## src/rtl/port_clock_gate_pkg.sv

```systemverilog
// Purpose: Shared constants and types for the port clock gating block.
// Assumes: 32-bit AHB-Lite register access, byte addresses relative to the system control base.
// Notes: Offsets are byte offsets; every register is one aligned word.
package port_clock_gate_pkg;
    localparam int PORT_COUNT = 8;
    localparam int PORT_INDEX_WIDTH = 3;
    localparam logic [31:0] SYSCTL_BASE = 32'h400FE000;
    localparam logic [11:0] RUN_GATE_OFFSET = 12'h108;
    localparam logic [11:0] SLEEP_GATE_OFFSET = 12'h118;
    localparam logic [11:0] DEEP_GATE_OFFSET = 12'h128;
    localparam logic [11:0] CLOCK_CONFIG_OFFSET = 12'h1F0;
    localparam logic [11:0] FAULT_STATUS_OFFSET = 12'h1F4;
    localparam logic [11:0] FAULT_MASK_OFFSET = 12'h1F8;
    localparam logic [11:0] GATE_STATE_OFFSET = 12'h1FC;
    localparam logic [31:0] GATE_RESET = 32'h00000000;
    localparam logic [31:0] CONFIG_RESET = 32'h00000000;
    localparam logic [31:0] FAULT_RESET = 32'h00000000;
    localparam logic [31:0] GATE_WRITE_MASK = 32'h000000FF;
    localparam logic [31:0] CONFIG_WRITE_MASK = 32'h00000001;
    localparam int AUTO_GATE_BIT = 0;
    localparam logic [1:0] HTRANS_IDLE = 2'h0;
    localparam logic [1:0] HTRANS_NONSEQ = 2'h2;
    localparam logic HRESP_OKAY = 1'b0;

    typedef enum logic [2:0]
    {
        PWR_RUN = 3'b001,
        PWR_SLEEP = 3'b010,
        PWR_DEEP = 3'b100
    } power_state_type;
endpackage : port_clock_gate_pkg
```

## src/rtl/glitch_free_clock_gate.sv

```systemverilog
// Purpose: Glitch-free gate for one port module clock.
// Assumes: enable is synchronous to the rising edge of clk_in.
// Notes: The enable is retimed on the falling edge so it only moves while clk_in is low.
`timescale 1ns/1ps
module glitch_free_clock_gate
(
    input wire logic clk_in,
    input wire logic reset,
    input wire logic enable,
    output logic clk_out
);
    logic enable_low_r;

    // Changing only in the low phase keeps every gated pulse full width
    always_ff @(negedge clk_in)
    begin
        if (reset)
            enable_low_r <= 1'b0;
        else
            enable_low_r <= enable;
    end

    assign clk_out = clk_in & enable_low_r;
endmodule : glitch_free_clock_gate

```

## src/rtl/port_access_guard.sv

```systemverilog
// Purpose: Checks each access aimed at a port module against that port's clock state.
// Assumes: One access request per cycle, index points at the target port.
// Notes: Answers are one-cycle pulses one clock after the request.
`timescale 1ns/1ps
module port_access_guard
#(
    parameter int PORTS = 8,
    parameter int INDEX_WIDTH = 3
)
(
    input wire logic clk,
    input wire logic reset,
    input wire logic req_valid,
    input wire logic [INDEX_WIDTH-1:0] req_index,
    input wire logic [PORTS-1:0] clock_on,
    output logic grant_r,
    output logic fault_r,
    output logic [PORTS-1:0] fault_event_r
);
    logic [PORTS-1:0] target;
    logic target_clocked;

    always_comb
    begin
        target = '0;
        target[req_index] = 1'b1;
        target_clocked = |(target & clock_on);
    end

    always_ff @(posedge clk)
    begin
        if (reset)
        begin
            grant_r <= 1'b0;
            fault_r <= 1'b0;
            fault_event_r <= '0;
        end
        else
        begin
            grant_r <= req_valid & target_clocked;
            fault_r <= req_valid & ~target_clocked;
            fault_event_r <= (req_valid & ~target_clocked) ? target : '0;
        end
    end
endmodule : port_access_guard

```

## src/rtl/port_clock_control.sv

```systemverilog
// Purpose: Run-mode, sleep and deep-sleep clock gating for eight port modules, with fault reporting.
// Assumes: AHB-Lite slave, single word transfers; sleep requests are levels synchronous to ref_clk.
// Notes: Every transfer takes one wait state; faults on gated ports raise sticky status bits.
//
// The AHB-Lite register port was decided locally.
`timescale 1ns/1ps
module port_clock_control
    import port_clock_gate_pkg::*;
#(
    parameter logic [31:0] BASE_ADDRESS = port_clock_gate_pkg::SYSCTL_BASE,
    parameter int PORTS = port_clock_gate_pkg::PORT_COUNT
)
(
    input wire logic ref_clk,
    input wire logic reset,
    input wire logic hsel,
    input wire logic [31:0] haddr,
    input wire logic [1:0] htrans,
    input wire logic hwrite,
    input wire logic [2:0] hsize,
    input wire logic [31:0] hwdata,
    input wire logic hready,
    output logic hreadyout,
    output logic hresp,
    output logic [31:0] hrdata,
    input wire logic sleep_req,
    input wire logic deep_sleep_req,
    input wire logic port_req_valid,
    input wire logic [port_clock_gate_pkg::PORT_INDEX_WIDTH-1:0] port_req_index,
    output logic port_req_grant,
    output logic port_req_fault,
    output logic [PORTS-1:0] port_clk,
    output logic [PORTS-1:0] port_clock_on,
    output logic irq
);
    import port_clock_gate_pkg::*;

    logic [31:0] run_mode_port_clock_gate_r;
    logic [31:0] sleep_mode_port_clock_gate_r;
    logic [31:0] deep_sleep_port_clock_gate_r;
    logic [31:0] run_clock_configuration_r;
    logic [31:0] fault_status_r;
    logic [31:0] fault_status_nxt;
    logic [31:0] fault_mask_r;
    power_state_type power_state_r;
    power_state_type power_state_nxt;

    logic [PORTS-1:0] gate_select;
    logic [PORTS-1:0] port_clock_on_r;
    logic auto_clock_gating_select;

    logic hreadyout_r;
    logic [31:0] hrdata_r;
    logic pend_valid_r;
    logic pend_write_r;
    logic [11:0] pend_offset_r;
    logic pend_hit_r;

    logic addr_phase;
    logic addr_hit;
    logic [31:0] read_value;
    logic write_now;

    logic guard_grant;
    logic guard_fault;
    logic [PORTS-1:0] guard_fault_event;
    logic irq_r;
    logic write_run;
    logic write_sleep;
    logic write_deep;
    logic write_config;
    logic write_mask;
    logic write_status;

    // Address phase is taken only when the previous data phase has completed
    always_comb
    begin
        addr_phase = hsel & (htrans == HTRANS_NONSEQ) & hready;
        addr_hit = (haddr[31:12] == BASE_ADDRESS[31:12]) & (haddr[1:0] == 2'b00);
    end

    always_ff @(posedge ref_clk)
    begin
        if (reset)
        begin
            pend_valid_r <= 1'b0;
            pend_write_r <= 1'b0;
            pend_offset_r <= 12'h000;
            pend_hit_r <= 1'b0;
        end
        else if (addr_phase)
        begin
            pend_valid_r <= 1'b1;
            pend_write_r <= hwrite;
            pend_offset_r <= haddr[11:0];
            pend_hit_r <= addr_hit;
        end
        else if (pend_valid_r && !hreadyout_r)
        begin
            pend_valid_r <= 1'b0;
        end
    end

    // One wait state lets write data land before any later read samples the registers
    always_ff @(posedge ref_clk)
    begin
        if (reset)
            hreadyout_r <= 1'b1;
        else if (addr_phase)
            hreadyout_r <= 1'b0;
        else
            hreadyout_r <= 1'b1;
    end

    assign write_now = pend_valid_r & ~hreadyout_r & pend_write_r & pend_hit_r;

    // One strobe per register; the gate state register has none, so writes to it fall away
    always_comb
    begin
        write_run = write_now & (pend_offset_r == RUN_GATE_OFFSET);
        write_sleep = write_now & (pend_offset_r == SLEEP_GATE_OFFSET);
        write_deep = write_now & (pend_offset_r == DEEP_GATE_OFFSET);
        write_config = write_now & (pend_offset_r == CLOCK_CONFIG_OFFSET);
        write_mask = write_now & (pend_offset_r == FAULT_MASK_OFFSET);
        write_status = write_now & (pend_offset_r == FAULT_STATUS_OFFSET);
    end

    // Other bases, unaligned and unlisted offsets read as zero
    always_comb
    begin
        read_value = 32'h00000000;
        case (pend_offset_r)
            RUN_GATE_OFFSET: read_value = run_mode_port_clock_gate_r & GATE_WRITE_MASK;
            SLEEP_GATE_OFFSET: read_value = sleep_mode_port_clock_gate_r & GATE_WRITE_MASK;
            DEEP_GATE_OFFSET: read_value = deep_sleep_port_clock_gate_r & GATE_WRITE_MASK;
            CLOCK_CONFIG_OFFSET: read_value = run_clock_configuration_r & CONFIG_WRITE_MASK;
            FAULT_STATUS_OFFSET: read_value = fault_status_r & GATE_WRITE_MASK;
            FAULT_MASK_OFFSET: read_value = fault_mask_r & GATE_WRITE_MASK;
            GATE_STATE_OFFSET: read_value = {{(32-PORTS){1'b0}}, port_clock_on_r};
            default: read_value = 32'h00000000;
        endcase
        if (!pend_hit_r)
            read_value = 32'h00000000;
    end

    // Read data holds until the next read completes
    always_ff @(posedge ref_clk)
    begin
        if (reset)
            hrdata_r <= 32'h00000000;
        else if (pend_valid_r && !hreadyout_r && !pend_write_r)
            hrdata_r <= read_value;
    end

    // Run-mode gating register: only the eight port bits hold state
    always_ff @(posedge ref_clk)
    begin
        if (reset)
            run_mode_port_clock_gate_r <= GATE_RESET;
        else if (write_run)
            run_mode_port_clock_gate_r <= hwdata & GATE_WRITE_MASK;
    end

    always_ff @(posedge ref_clk)
    begin
        if (reset)
            sleep_mode_port_clock_gate_r <= GATE_RESET;
        else if (write_sleep)
            sleep_mode_port_clock_gate_r <= hwdata & GATE_WRITE_MASK;
    end

    always_ff @(posedge ref_clk)
    begin
        if (reset)
            deep_sleep_port_clock_gate_r <= GATE_RESET;
        else if (write_deep)
            deep_sleep_port_clock_gate_r <= hwdata & GATE_WRITE_MASK;
    end

    always_ff @(posedge ref_clk)
    begin
        if (reset)
            run_clock_configuration_r <= CONFIG_RESET;
        else if (write_config)
            run_clock_configuration_r <= hwdata & CONFIG_WRITE_MASK;
    end

    always_ff @(posedge ref_clk)
    begin
        if (reset)
            fault_mask_r <= FAULT_RESET;
        else if (write_mask)
            fault_mask_r <= hwdata & GATE_WRITE_MASK;
    end

    assign auto_clock_gating_select = run_clock_configuration_r[AUTO_GATE_BIT];

    // Power state follows the sleep request levels; deep sleep wins over sleep
    always_comb
    begin
        case (power_state_r)
            PWR_RUN:
            begin
                if (deep_sleep_req)
                    power_state_nxt = PWR_DEEP;
                else if (sleep_req)
                    power_state_nxt = PWR_SLEEP;
                else
                    power_state_nxt = PWR_RUN;
            end
            PWR_SLEEP:
            begin
                if (deep_sleep_req)
                    power_state_nxt = PWR_DEEP;
                else if (sleep_req)
                    power_state_nxt = PWR_SLEEP;
                else
                    power_state_nxt = PWR_RUN;
            end
            PWR_DEEP:
            begin
                if (deep_sleep_req)
                    power_state_nxt = PWR_DEEP;
                else if (sleep_req)
                    power_state_nxt = PWR_SLEEP;
                else
                    power_state_nxt = PWR_RUN;
            end
            default: power_state_nxt = PWR_RUN;
        endcase
    end

    always_ff @(posedge ref_clk)
    begin
        if (reset)
            power_state_r <= PWR_RUN;
        else
            power_state_r <= power_state_nxt;
    end

    // Without auto gating the run-mode setting stays in force through sleep
    always_comb
    begin
        gate_select = run_mode_port_clock_gate_r[PORTS-1:0];
        case (power_state_r)
            PWR_RUN: gate_select = run_mode_port_clock_gate_r[PORTS-1:0];
            PWR_SLEEP:
            begin
                if (auto_clock_gating_select)
                    gate_select = sleep_mode_port_clock_gate_r[PORTS-1:0];
            end
            PWR_DEEP:
            begin
                if (auto_clock_gating_select)
                    gate_select = deep_sleep_port_clock_gate_r[PORTS-1:0];
            end
            default: gate_select = run_mode_port_clock_gate_r[PORTS-1:0];
        endcase
    end

    // Registered so the guard and the gates judge by the same enable for a whole cycle
    always_ff @(posedge ref_clk)
    begin
        if (reset)
            port_clock_on_r <= '0;
        else
            port_clock_on_r <= gate_select;
    end

    // One gate per port; a cleared bit leaves the port with no edges at all
    genvar g;
    generate
        for (g = 0; g < PORTS; g++)
        begin : gen_port_gate
            glitch_free_clock_gate u_gate
            (
                .clk_in(ref_clk),
                .reset(reset),
                .enable(port_clock_on_r[g]),
                .clk_out(port_clk[g])
            );
        end
    endgenerate

    // An access is judged against the enable the gate is about to retime, not the raw register
    port_access_guard #(
        .PORTS(PORTS),
        .INDEX_WIDTH(PORT_INDEX_WIDTH)
    ) u_guard
    (
        .clk(ref_clk),
        .reset(reset),
        .req_valid(port_req_valid),
        .req_index(port_req_index),
        .clock_on(port_clock_on_r),
        .grant_r(guard_grant),
        .fault_r(guard_fault),
        .fault_event_r(guard_fault_event)
    );

    // A fault arriving with its write-one-to-clear keeps the bit set
    always_comb
    begin
        fault_status_nxt = fault_status_r;
        if (write_status)
            fault_status_nxt = fault_status_nxt & ~(hwdata & GATE_WRITE_MASK);
        fault_status_nxt = fault_status_nxt | {{(32-PORTS){1'b0}}, guard_fault_event};
    end

    always_ff @(posedge ref_clk)
    begin
        if (reset)
            fault_status_r <= FAULT_RESET;
        else
            fault_status_r <= fault_status_nxt;
    end

    // Registered so irq leaves a flop; it trails the status by one cycle
    always_ff @(posedge ref_clk)
    begin
        if (reset)
            irq_r <= 1'b0;
        else
            irq_r <= |(fault_status_r & fault_mask_r);
    end

    assign hreadyout = hreadyout_r;
    assign hresp = HRESP_OKAY;
    assign hrdata = hrdata_r;
    assign port_req_grant = guard_grant;
    assign port_req_fault = guard_fault;
    assign port_clock_on = port_clock_on_r;
    assign irq = irq_r;
endmodule : port_clock_control

```

## config.mk

```make
export PLATFORM = sky130hd
export DESIGN_NAME = port_clock_control
export DESIGN_NICKNAME = d
export VERILOG_FILES = /design/src/rtl/port_clock_gate_pkg.sv /design/src/rtl/glitch_free_clock_gate.sv /design/src/rtl/port_access_guard.sv /design/src/rtl/port_clock_control.sv
export SDC_FILE = /design/constraint.sdc
export NUM_CORES = 1
export LEC_CHECK = 0
export ABC_AREA = 1
export BUFFER_PORTS_ARGS = -buffer_cell sky130_fd_sc_hd__buf_2
export CORE_MARGIN = 8
export CORE_UTILIZATION = 49
export CTS_BUF_LIST = sky130_fd_sc_hd__clkbuf_4
export DETAILED_ROUTE_END_ITERATION = 6
export GPL_ROUTABILITY_DRIVEN = 0
export PLACE_DENSITY = 0.79
export REMOVE_ABC_BUFFERS = 1
export SLEW_MARGIN = 25
export SYNTH_ARGS = -nofsm -noshare
export SYNTH_HDL_FRONTEND = slang
export SYNTH_SLANG_ARGS = --single-unit
```

## constraint.sdc

```tcl
create_clock -name ref_clk -period 1.3 [get_ports ref_clk]
set_input_delay 0.39 -clock ref_clk [delete_from_list [all_inputs] [get_ports ref_clk]]
set_output_delay 0.39 -clock ref_clk [all_outputs]
set_load 0.02 [all_outputs]
```

== Word-level counts from Yosys, hierarchy flattened ==
Cells that the tools add are included.

* Output and inout port bits: 53
* Word-level logic and storage cells: 98
* Register bits after elaboration: 143
* Input port bits: 80

* Equality and inequality tests: 12
* Order comparisons: 2
* Bitwise gates (word level): 31
* Multiplexer cells: 13
* Reduce and logical (&&, ||, !) cells: 13

{| class="wikitable"
|+ Operators by type and width
! operator !! count
|-
| 12-bit by 9-bit == test with 1-bit output (second input constant) || 7
|-
| 32-bit 2-to-1 mux || 2
|-
| 8-bit case mux with 7 select lines || 1
|-
| 32-bit AND || 1
|-
| 32-bit by 8-bit AND with 32-bit output || 1
|-
| 8-bit NOT with 32-bit output || 1
|-
| 32-bit by 8-bit bitwise OR with 32-bit output || 1
|-
| 32-bit OR reduction || 1
|-
| 1-bit AND || 22
|-
| 20-bit by 19-bit == test with 1-bit output (second input constant) || 1
|-
| 8-bit 2-to-1 mux || 2
|-
| 8-bit case mux with 2 select lines || 1
|-
| 8-bit AND || 1
|-
| 8-bit OR reduction || 1
|-
| 3-bit OR reduction || 2
|-
| 3-bit by 4-bit < comparator with 1-bit output (second input constant) || 1
|-
| 1-bit 2-to-1 mux || 4
|-
| 1-bit NOT || 4
|-
| 2-bit OR reduction || 2
|-
| 1-bit demux with 3-bit select || 1
|-
| 3-bit by 1-bit == test with 1-bit output (second input constant) || 1
|-
| 3-bit by 2-bit == test with 1-bit output (second input constant) || 1
|-
| 3-bit == test (second input constant) || 1
|-
| 3-bit by 1-bit greater-or-equal comparator with 1-bit output (second input constant) || 1
|-
| 7 further kinds || 10
|}

== Depth between registers and ports, before layout ==
Gate-level depths: netlist (run 1).

* Word-level depth: 10
* Mapped depth: 11
* Gate-level depth less buffers: 10

== Cells and area by module ==
From an unflattened synthesis (run 1), not the netlist that was laid out.

* Cells, all modules: 662
* Area, all modules: 4822.1 µm²

{| class="wikitable"
|+ Modules (own cells, without submodules)
! module !! cells an instance !! area each (µm²) !! sequential area each (µm²) !! instances
|-
| port_clock_control || 562 || 4058.9 || 1541.5 || 1
|-
| port_access_guard || 52 || 432.9 || 200.2 || 1
|-
| glitch_free_clock_gate || 6 || 41.3 || 20.0 || 8
|}

==> reports/summary.txt, run 1 <==
Mapped Area: 4630 um2
Fin cells: 924
DRT Wirelength: 19400 um
Fraction of registers with async set/reset: 0%
Nets: 887
Share of total power in sequential cells: 52.8%
Largest net degree at the start of global routing: 51
Avg Inst Size Synth: 7.19 um2
Worst path top cell family by delay: flip-flops
DR DRC count: 9
Area of the core: 9200 um2
Worst flop-to-flop path endpoint: hrdata[7]
Static Leak: 2.97 nW
Detail Route Antenna Nets: 0
Placed Area: 5330 um2
Hold Path Depth: 3
Clock skew: 66.6 ps
Final setup vio count: 96
Failing checks: design-rule violations, negative setup slack
Sequential fraction of the synthesis area: 41.1%
Max Slew Vio Count: 0
RSZ-0062 raised after global routing: true
Vias: 5627
Finished layout cell area: 6840 um2
Placed Cells incl. Taps: 852
Ratio of cells with drive above 1 in the final layout: 49.0%
Pwr dens: 822 nW/um2
Critical path class: register to primary output
Initial Utilization: 50.4%
Crit. End Element: primary output
Synth unique cells: 35
Net switching power figure: 1.75 mW
Top-count cell post-synth: nand2_1
Worst reg2reg startpoint: pend_offset_r[5]
Cell Chain, Critical Path: nand2_1 > inv_1 > buf_6
Worst r2r path cells: 12
Gr ovfl total: 0
Row cnt: 35
Number of global-route vias before repair: 5332
First-pass detailed-route iteration total: 7
DIE AREA: 12800 um2
CTS tree: yes
Post-synth EDFFs: 0
Die Height: 113 um
Global-route wire length before repair: 25400 um
Max FO, Critical Path: 1
# diodes: 0
FF/Latch Area: 1960 um2
Status: finished with violations
Post-Syn Instances: 644
Final HPWL DP: 9390 um
Area Overhead vs Synth: 47.7%
Final setup margin: -932 ps
Switching Fraction: 31.1%
Die W: 113 um
Critical Path AT: 1840 ps
Setup TNS: -22810 ps
Peak supply drop: 0.626 mV
Crit-path slowest cell: dfxtp_2
Clock Power Share: 36.6%
Via density: 6.09
# fillers: 550
Worst-path clk slew: 150 ps
Crit-path max cell delay: 320 ps
DR WL/cell: 21.0 um
Worst-Skew Late Latency: 650 ps
Worst Hold End: pend_offset_r[7]
Top FF cell, synth: dfxtp_1
Crit start category: register
Ports: 133
I/O Buffers: 80
Ys Warns: 0
FF-to-FF setup slack: -410 ps
Pint: 3.88 mW
Ranking of synthesized cells by area: dfxtp_1 41%, nand2_1 8.1%, a21oi_1 7.5%
Post-synthesis register bit count: 95
Post-synth top area share: 41.1%
Combinational power share: 10.6%
Max cap viols: 0
Worst hold start: haddr[7]
Class of the worst hold path: input port to register
Iteration-0 DRC Markers: 844
Initial antenna violation count: 0
Area of the multi-input gates: 2620 um2
Worst Path Buf+Inv: 2
Req. time, crit path: 910 ps
Fin. Hold Viols: 0
Yosys top cell by area: dfxtp_1
Post-synth top cells: 100 x nand2_1, 95 x dfxtp_1, 77 x inv_1
GR Util All Layers: 24.8%
[through the flow]
step / hold slack [ps] / util (%) / total power, mW / setup slack [ps]
floorplan: 409 / - / 3.30 / -387
global placement: 429 / 58.0 / 3.51 / -246
detailed placement: 420 / 58.0 / 3.53 / -321
CTS: 7.85 / 69.5 / 5.47 / -917
global route: 41.8 / 74.4 / 5.79 / -955
finish: 46.3 / 74.4 / 5.62 / -932
[sequential cells by signal, summed over array words and instances (netlist names)]
signal and flops:
deep_sleep_port_clock_gate_r 8, fault_mask_r 8, fault_status_r 8, gen_port_gate.u_gate.enable_low_r 8
hrdata 8, hreadyout 1, irq 1, pend_hit_r 1
pend_offset_r 12, pend_valid_r 1, pend_write_r 1, port_clock_on 8
power_state_r 3, run_clock_configuration_r 1, run_mode_port_clock_gate_r 8, sleep_mode_port_clock_gate_r 8
u_guard.fault_event_r 8, u_guard.fault_r 1, u_guard.grant_r 1
[tightest hold or removal path, cell delays in order]
cell	delay (ps)
buf_2	80
nor2_1	30
nor2_1	90
[cells in the final DEF, fill, tap and decap left out, types with 6 or more instances in the layout]
| cell type | count |
|---|---|
| nand2_1 | 75 |
| inv_1 | 67 |
| dfxtp_1 | 58 |
| buf_4 | 58 |
| buf_6 | 55 |
| a21oi_1 | 53 |
| buf_2 | 52 |
| nor2_1 | 50 |
| nand3_1 | 40 |
| o21ai_2 | 33 |
| dfxtp_2 | 31 |
| nand2_2 | 25 |
| conb_1 | 25 |
| a21oi_2 | 22 |
| o21ai_0 | 16 |
| inv_2 | 15 |
| nor2_4 | 14 |
| clkbuf_4 | 13 |
| nor2_2 | 11 |
| o21ai_1 | 9 |
| buf_12 | 9 |
| nand3_2 | 8 |
| nand2_4 | 6 |
| o21ai_4 | 6 |
| nand3_4 | 6 |
| nand4_1 | 6 |
| dfxtp_4 | 6 |
[layer usage]
layer / GRT usage, % / wire length [um] / up-vias
met1: 27.4 / 6620 / 2542
met4: 17.0 / 1430 / 0
met2: 41.3 / 8950 / 540
met3: 6.12 / 2390 / 173
li1: - / - / 2372
met5: 0 / 0 / -
[power groups by stage]
stage	registers (mW)	clock network (mW)	logic, mW
2_1_floorplan	3.03	0.0475	0.223
3_3_place_gp	3.03	0.0475	0.433
3_5_place_dp	3.03	0.0475	0.447
4_1_cts	2.97	1.98	0.520
5_1_grt	2.98	2.19	0.625
6_report	2.97	2.06	0.594
[cells by family after synthesis]
logic type	count (synthesis)	synth area share [%]
other	1	0.0810
AOI/OAI and AO/OA	154	18.0
DFF	95	41.1
and+or+nand+nor	248	24.6
buffers and inverters	146	16.3
[how the worst max path moves through the flow]
stage	start	to	slack (ps)	depth (start not counted)
6_report	gen_port_gate[3].u_gate.enable_low_r	port_clk[3]	-930	3
5_1_grt	gen_port_gate[5].u_gate.enable_low_r	port_clk[5]	-950	3
4_1_cts	gen_port_gate[3].u_gate.enable_low_r	port_clk[3]	-920	3
3_5_place_dp	pend_offset_r[10]	hrdata[4]	-320	9
3_3_place_gp	gen_port_gate[7].u_gate.enable_low_r	port_clk[7]	-250	3
2_1_floorplan	pend_offset_r[2]	sleep_mode_port_clock_gate_r[0]	-390	7
[cell type report]
cell class | instances | area share, %
Timing Repair Buffer | 171 | 21.6
Inverter | 73 | 4.48
Multi-Input combinational cell | 428 | 38.3
Tap cell | 111 | 2.03
Timing Repair inverter | 1 | 0.0732
Sequential cell | 95 | 28.7
Clock buffer | 23 | 3.15
Clock inverter | 22 | 1.59
[what timing repair did]
action	4_1_cts	5_1_grt
hold buffers	1	1
buffers inserted	29	19
endpoints found under the setup margin	87	103
hold endpoints to repair	1	2
pin swaps	36	45
cloned	6	0
resized for setup	215	131
(Power assumes the default switching activity.)
==> run 2, diff against run 1 <==
REMOVE_ABC_BUFFERS = not set   (was 1)
==> run 2 against run 1 <==
Net effect:
- the run still ends with design-rule violations, negative setup slack left
- cell count decreased by 0.65%
- clock power increased by 3%
- worst setup slack got worse by 25 ps
- clock skew increased by 11 ps
- sequential share of layout area increased by 0.14 points
- design area decreased by 0.24%
- combinational power decreased by 3%
- critical path depth unchanged
- critical endpoint unchanged
- largest cell class unchanged
==> reports/summary.txt, run 2 (synthesis gave the netlist of run 1 again) <==
Worst flop-to-flop path endpoint: hrdata[2] (was hrdata[7])
Setup TNS: -17840 ps (was -22810 ps)
Biggest register: pend_offset_r (unchanged)
Ports: 133 (unchanged)
Via density: 5.75 (was 6.09)
Crit-path max cell delay: 330 ps (was 320 ps)
Pwr dens: 833 nW/um2 (was 822 nW/um2)
DIE AREA: 12800 um2 (unchanged)
Worst Path Buf+Inv: 2 (unchanged)
Worst path top cell family by delay: flip-flops (unchanged)
Vias: 5283 (was 5627)
I/O Buffers: 80 (unchanged)
Worst reg2reg startpoint: pend_offset_r[8] (was pend_offset_r[5])
Max Slew Vio Count: 0 (unchanged)
Worst Hold End: pend_offset_r[7] (unchanged)
DR DRC count: 2 (was 9)
Final HPWL DP: 9400 um (was 9390 um)
Worst-path clk slew: 160 ps (was 150 ps)
Largest net degree at the start of global routing: 26 (was 51)
DR WL/cell: 18.8 um (was 21.0 um)
First-pass detailed-route iteration total: 7 (unchanged)
# fillers: 559 (was 550)
Worst-Skew Late Latency: 670 ps (was 650 ps)
Initial antenna violation count: 1 (was 0)
Largest register FFs: 12 (unchanged)
CTS tree: yes (unchanged)
Hold Path Depth: 3 (unchanged)
Max FO, Critical Path: 1 (unchanged)
Placed Area: 5380 um2 (was 5330 um2)
Fin. Hold Viols: 0 (unchanged)
Final setup vio count: 81 (was 96)
Max cap viols: 0 (unchanged)
Req. time, crit path: 910 ps (about the same)
Critical Path AT: 1870 ps (was 1840 ps)
Area of the core: 9200 um2 (unchanged)
Clock skew: 78.0 ps (was 66.6 ps)
Cell Chain, Critical Path: nand2_2 > inv_2 > buf_6 (was nand2_1 > inv_1 > buf_6)
Number of global-route vias before repair: 4743 (was 5332)
Crit start category: register (unchanged)
Class of the worst hold path: input port to register (unchanged)
Worst r2r path cells: 12 (unchanged)
GR Util All Layers: 21.3% (was 24.8%)
Nets: 880 (was 887)
Worst hold start: haddr[7] (unchanged)
Die W: 113 um (unchanged)
Status: finished with violations (unchanged)
Global-route wire length before repair: 22100 um (was 25400 um)
Static Leak: 2.92 nW (was 2.97 nW)
Crit-path slowest cell: dfxtp_2 (unchanged)
FF/Latch Area: 1970 um2 (was 1960 um2)
Detail Route Antenna Nets: 0 (unchanged)
DRT Wirelength: 17300 um (was 19400 um)
Die Height: 113 um (unchanged)
Area Overhead vs Synth: 47.3% (was 47.7%)
Area of the multi-input gates: 2660 um2 (was 2620 um2)
Initial Utilization: 50.4% (unchanged)
Failing checks: design-rule violations, negative setup slack (unchanged)
Ratio of cells with drive above 1 in the final layout: 50.7% (was 49.0%)
Finished layout cell area: 6820 um2 (was 6840 um2)
Crit. End Element: primary output (unchanged)
Gr ovfl total: 0 (unchanged)
DP Worst Slack: -256 ps (was -321 ps)
Peak supply drop: 0.546 mV (was 0.626 mV)
Leading cell type in the layout, fill and taps excluded: nand2_1 (unchanged)
Power Total: 5.68 mW (was 5.62 mW)
Row cnt: 35 (unchanged)
Iteration-0 DRC Markers: 625 (was 844)
Final setup margin: -957 ps (was -932 ps)
FF-to-FF setup slack: -340 ps (was -410 ps)
Critical path class: register to primary output (unchanged)
RSZ-0062 raised after global routing: true (unchanged)
Most frequent cells in the layout: 75 x nand2_1, 64 x inv_1, 62 x buf_4 (was 75 x nand2_1, 67 x inv_1, 58 x dfxtp_1, 58 x buf_4, 55 x buf_6)
-- run 2: what timing repair did --
action / 4_1_cts / 5_1_grt
endpoints found under the hold margin: 2 / 0
resized for setup: 158 / 154
pin swaps: 28 / 48
setup endpoints to repair: 97 / 100
hold buffers: 2 / 0
cloned: 3 / 2
setup buffers: 17 / 19
-- run 2: worst max path at each step --
stage,from,end,slack [ps],depth (start not counted)
final,gen_port_gate[3].u_gate.enable_low_r,port_clk[3],-960,3
after global routing,gen_port_gate[3].u_gate.enable_low_r,port_clk[3],-1040,3
after CTS,gen_port_gate[5].u_gate.enable_low_r,port_clk[5],-900,3
after detailed placement,gen_port_gate[3].u_gate.enable_low_r,port_clk[3],-260,3
after global placement,gen_port_gate[6].u_gate.enable_low_r,port_clk[6],-250,3
after floorplan,gen_port_gate[1].u_gate.enable_low_r,port_clk[1],-240,3
-- run 2: per-stage QoR --
stage	hold slack [ps]	cells	utilization, %
2_1_floorplan	411	668	-
3_3_place_gp	430	850	58.4
3_5_place_dp	430	850	58.4
4_1_cts	31.9	899	67.0
5_1_grt	9.42	918	74.2
6_report	29.1	918	74.2
-- run 2: report_power, final --
part	switching, mW	total (mW)	internal, mW	leakage [nW]
logic	0.371	0.579	0.208	1.86
registers	0.0327	2.98	2.94	0.788
clock network	1.42	2.13	0.711	0.274
-- run 2: final cells by class --
cell class	instances	area share [%]
multi-input combinational	428	38.9
timing repair inverter	1	0.0733
inverter	73	4.38
clock buffer	22	2.95
clock inverter	23	2.07
tap	111	2.04
timing repair buffer	164	20.7
antenna	1	0.0367
sequential	95	28.8
-- run 2: routing by layer --
metal	global-route usage, %	vias to the layer above	share of wire [%]
li1	-	2350	-
met1	24.4	2429	35
met2	34.6	391	49
met3	6.60	113	10
met4	12.3	0	5.6
met5	0	-	0
-- run 2: worst reg2reg max path, cell delays in order, from the launching register on --
cell and delay (ps):
dfxtp_2 360, inv_2 50, nor2_4 90, nand2_4 100, nor2_4 140, buf_12 140, clkbuf_16 160, nand3_1 110
nand2_1 100, nor2_1 50, nand2_1 100, nand2_1 100, a21oi_2 130
==> run 3, diff against run 2 <==
RECOVER_POWER = 50   (was not set)
==> run 3 against run 2 <==
Net effect:
- the flow finishes with violations (negative setup slack)
- hold slack improved by 5.2 ps
- critical endpoint unchanged
- worst setup slack got worse by 31 ps
- via count increased by 0.78%
==> reports/summary.txt, run 3 (synthesis gave the netlist of run 1 again) <==
FF/Latch Area: 1970 um2 (about the same)
First-pass detailed-route iteration total: 6 (was 7)
Global-route wire length before repair: 22100 um (unchanged)
Final setup vio count: 86 (was 81)
Leading cell type in the layout, fill and taps excluded: nand2_1 (unchanged)
CTS tree: yes (unchanged)
Max Slew Vio Count: 0 (unchanged)
Nets: 880 (unchanged)
DIE AREA: 12800 um2 (unchanged)
Worst Path Buf+Inv: 2 (unchanged)
Worst path top cell family by delay: flip-flops (unchanged)
Class of the worst hold path: input port to register (unchanged)
Placed Area: 5380 um2 (unchanged)
Hold_ws: 34.4 ps (was 29.1 ps)
Finished layout cell area: 6820 um2 (about the same)
Ratio of cells with drive above 1 in the final layout: 50.4% (was 50.7%)
Peak supply drop: 0.547 mV (was 0.546 mV)
DP Worst Slack: -256 ps (unchanged)
Die Height: 113 um (unchanged)
Largest register FFs: 12 (unchanged)
Failing checks: negative setup slack (was design-rule violations, negative setup slack)
Detail Route Antenna Nets: 0 (unchanged)
Worst Tran Pin Value: 512 ps
Clock skew: 99.4 ps (was 78.0 ps)
Ports: 133 (unchanged)
Iteration-0 DRC Markers: 594 (was 625)
Area Overhead vs Synth: 47.1% (was 47.3%)
Req. time, crit path: 910 ps (about the same)
Pwr dens: 834 nW/um2 (was 833 nW/um2)
Static Leak: 2.91 nW (was 2.92 nW)
Max cap viols: 0 (unchanged)
Crit-path max cell delay: 340 ps (was 330 ps)
Gr ovfl total: 0 (unchanged)
# fillers: 561 (was 559)
Via density: 5.80 (was 5.75)
Vias: 5324 (was 5283)
Area of the multi-input gates: 2660 um2 (unchanged)
Worst-path clk slew: 160 ps (about the same)
Initial antenna violation count: 1 (unchanged)
Largest net degree at the start of global routing: 26 (unchanged)
I/O Buffers: 80 (unchanged)
Cell Chain, Critical Path: nand2_2 > inv_2 > buf_6 (unchanged)
Final setup margin: -988 ps (was -957 ps)
Critical Path AT: 1900 ps (was 1870 ps)
Initial Utilization: 50.4% (unchanged)
Die W: 113 um (unchanged)
Fin. Hold Viols: 0 (unchanged)
Crit start category: register (unchanged)
Worst-Skew Late Latency: 690 ps (was 670 ps)
DR DRC count: 0 (was 2)
Max FO, Critical Path: 1 (unchanged)
Area of the core: 9200 um2 (unchanged)
Power Total: 5.69 mW (was 5.68 mW)
Row cnt: 35 (unchanged)
Status: finished with violations (unchanged)
Critical path class: register to primary output (unchanged)
Crit-path slowest cell: dfxtp_2 (unchanged)
Final HPWL DP: 9400 um (unchanged)
DRT Wirelength: 17400 um (was 17300 um)
GR Util All Layers: 21.3% (unchanged)
DR WL/cell: 19.0 um (was 18.8 um)
Relative slew slack: 65.9%
Most frequent cells in the layout: 75 x nand2_1, 64 x inv_1, 59 x buf_4 (was 75 x nand2_1, 64 x inv_1, 62 x buf_4)
Biggest register: pend_offset_r (unchanged)
RSZ-0062 raised after global routing: true (unchanged)
Number of global-route vias before repair: 4743 (unchanged)
Crit. End Element: primary output (unchanged)
run 3: final timing paths:
kind                                                           start                 to  slack, ps  depth (start not counted)
worst max-delay path            gen_port_gate[3].u_gate.enable_low_r        port_clk[3]       -990                          3
worst min-delay path                                        haddr[6]   pend_offset_r[6]         30                          3
worst min register to register              u_guard.fault_event_r[5]  fault_status_r[5]        450                          2
worst max register to register                      pend_offset_r[8]          hrdata[2]       -320                         12
run 3: worst reg2reg max path: cells and delay by family, from the launching register on:
family	cells	cell delay, ps
simple gates	8	780
flops	1	360
compound gates	1	130
buf+inv	3	350
run 3: metrics by stage:
step	util (%)	setup TNS [ps]	instances
2_1_floorplan	-	-3850	668
3_3_place_gp	58.4	-7150	850
3_5_place_dp	58.4	-10100	850
4_1_cts	67.0	-13180	899
5_1_grt	74.1	-22420	918
6_report	74.1	-17920	918
run 3: layer usage:
metal	share of wire, %	global-route usage [%]	routed length, um	vias to the layer above
met5	0	0	0	-
met4	5.5	12.3	960	0
met3	10	6.60	1750	113
met2	49	34.6	8460	404
met1	36	24.4	6260	2458
li1	-	-	-	2349
run 3: where the power goes:
group          internal, mW  switching (mW)
clock                 0.711            1.42
combinational         0.205           0.372
sequential             2.94          0.0332
total                  3.86            1.83
run 3: what timing repair did:
action                                 in CTS  in global routing
pin swaps                                  28                 48
setup endpoints to repair                  97                100
endpoints found under the hold margin       2                  0
hold buffers                                2                  0
buffers inserted                           17                 19
cloned                                      3                  2
gates resized for setup                   158                154
run 3: final cells by class:
type	count	share of cell area (%)
well taps	111	2.04
clock inverters	23	2.07
flip-flops and latches	95	28.9
repair inverters	1	0.0734
clock buffers	22	2.96
diodes	1	0.0367
inverters	73	4.39
repair buffers	164	20.6
multi-input cells	428	39.0
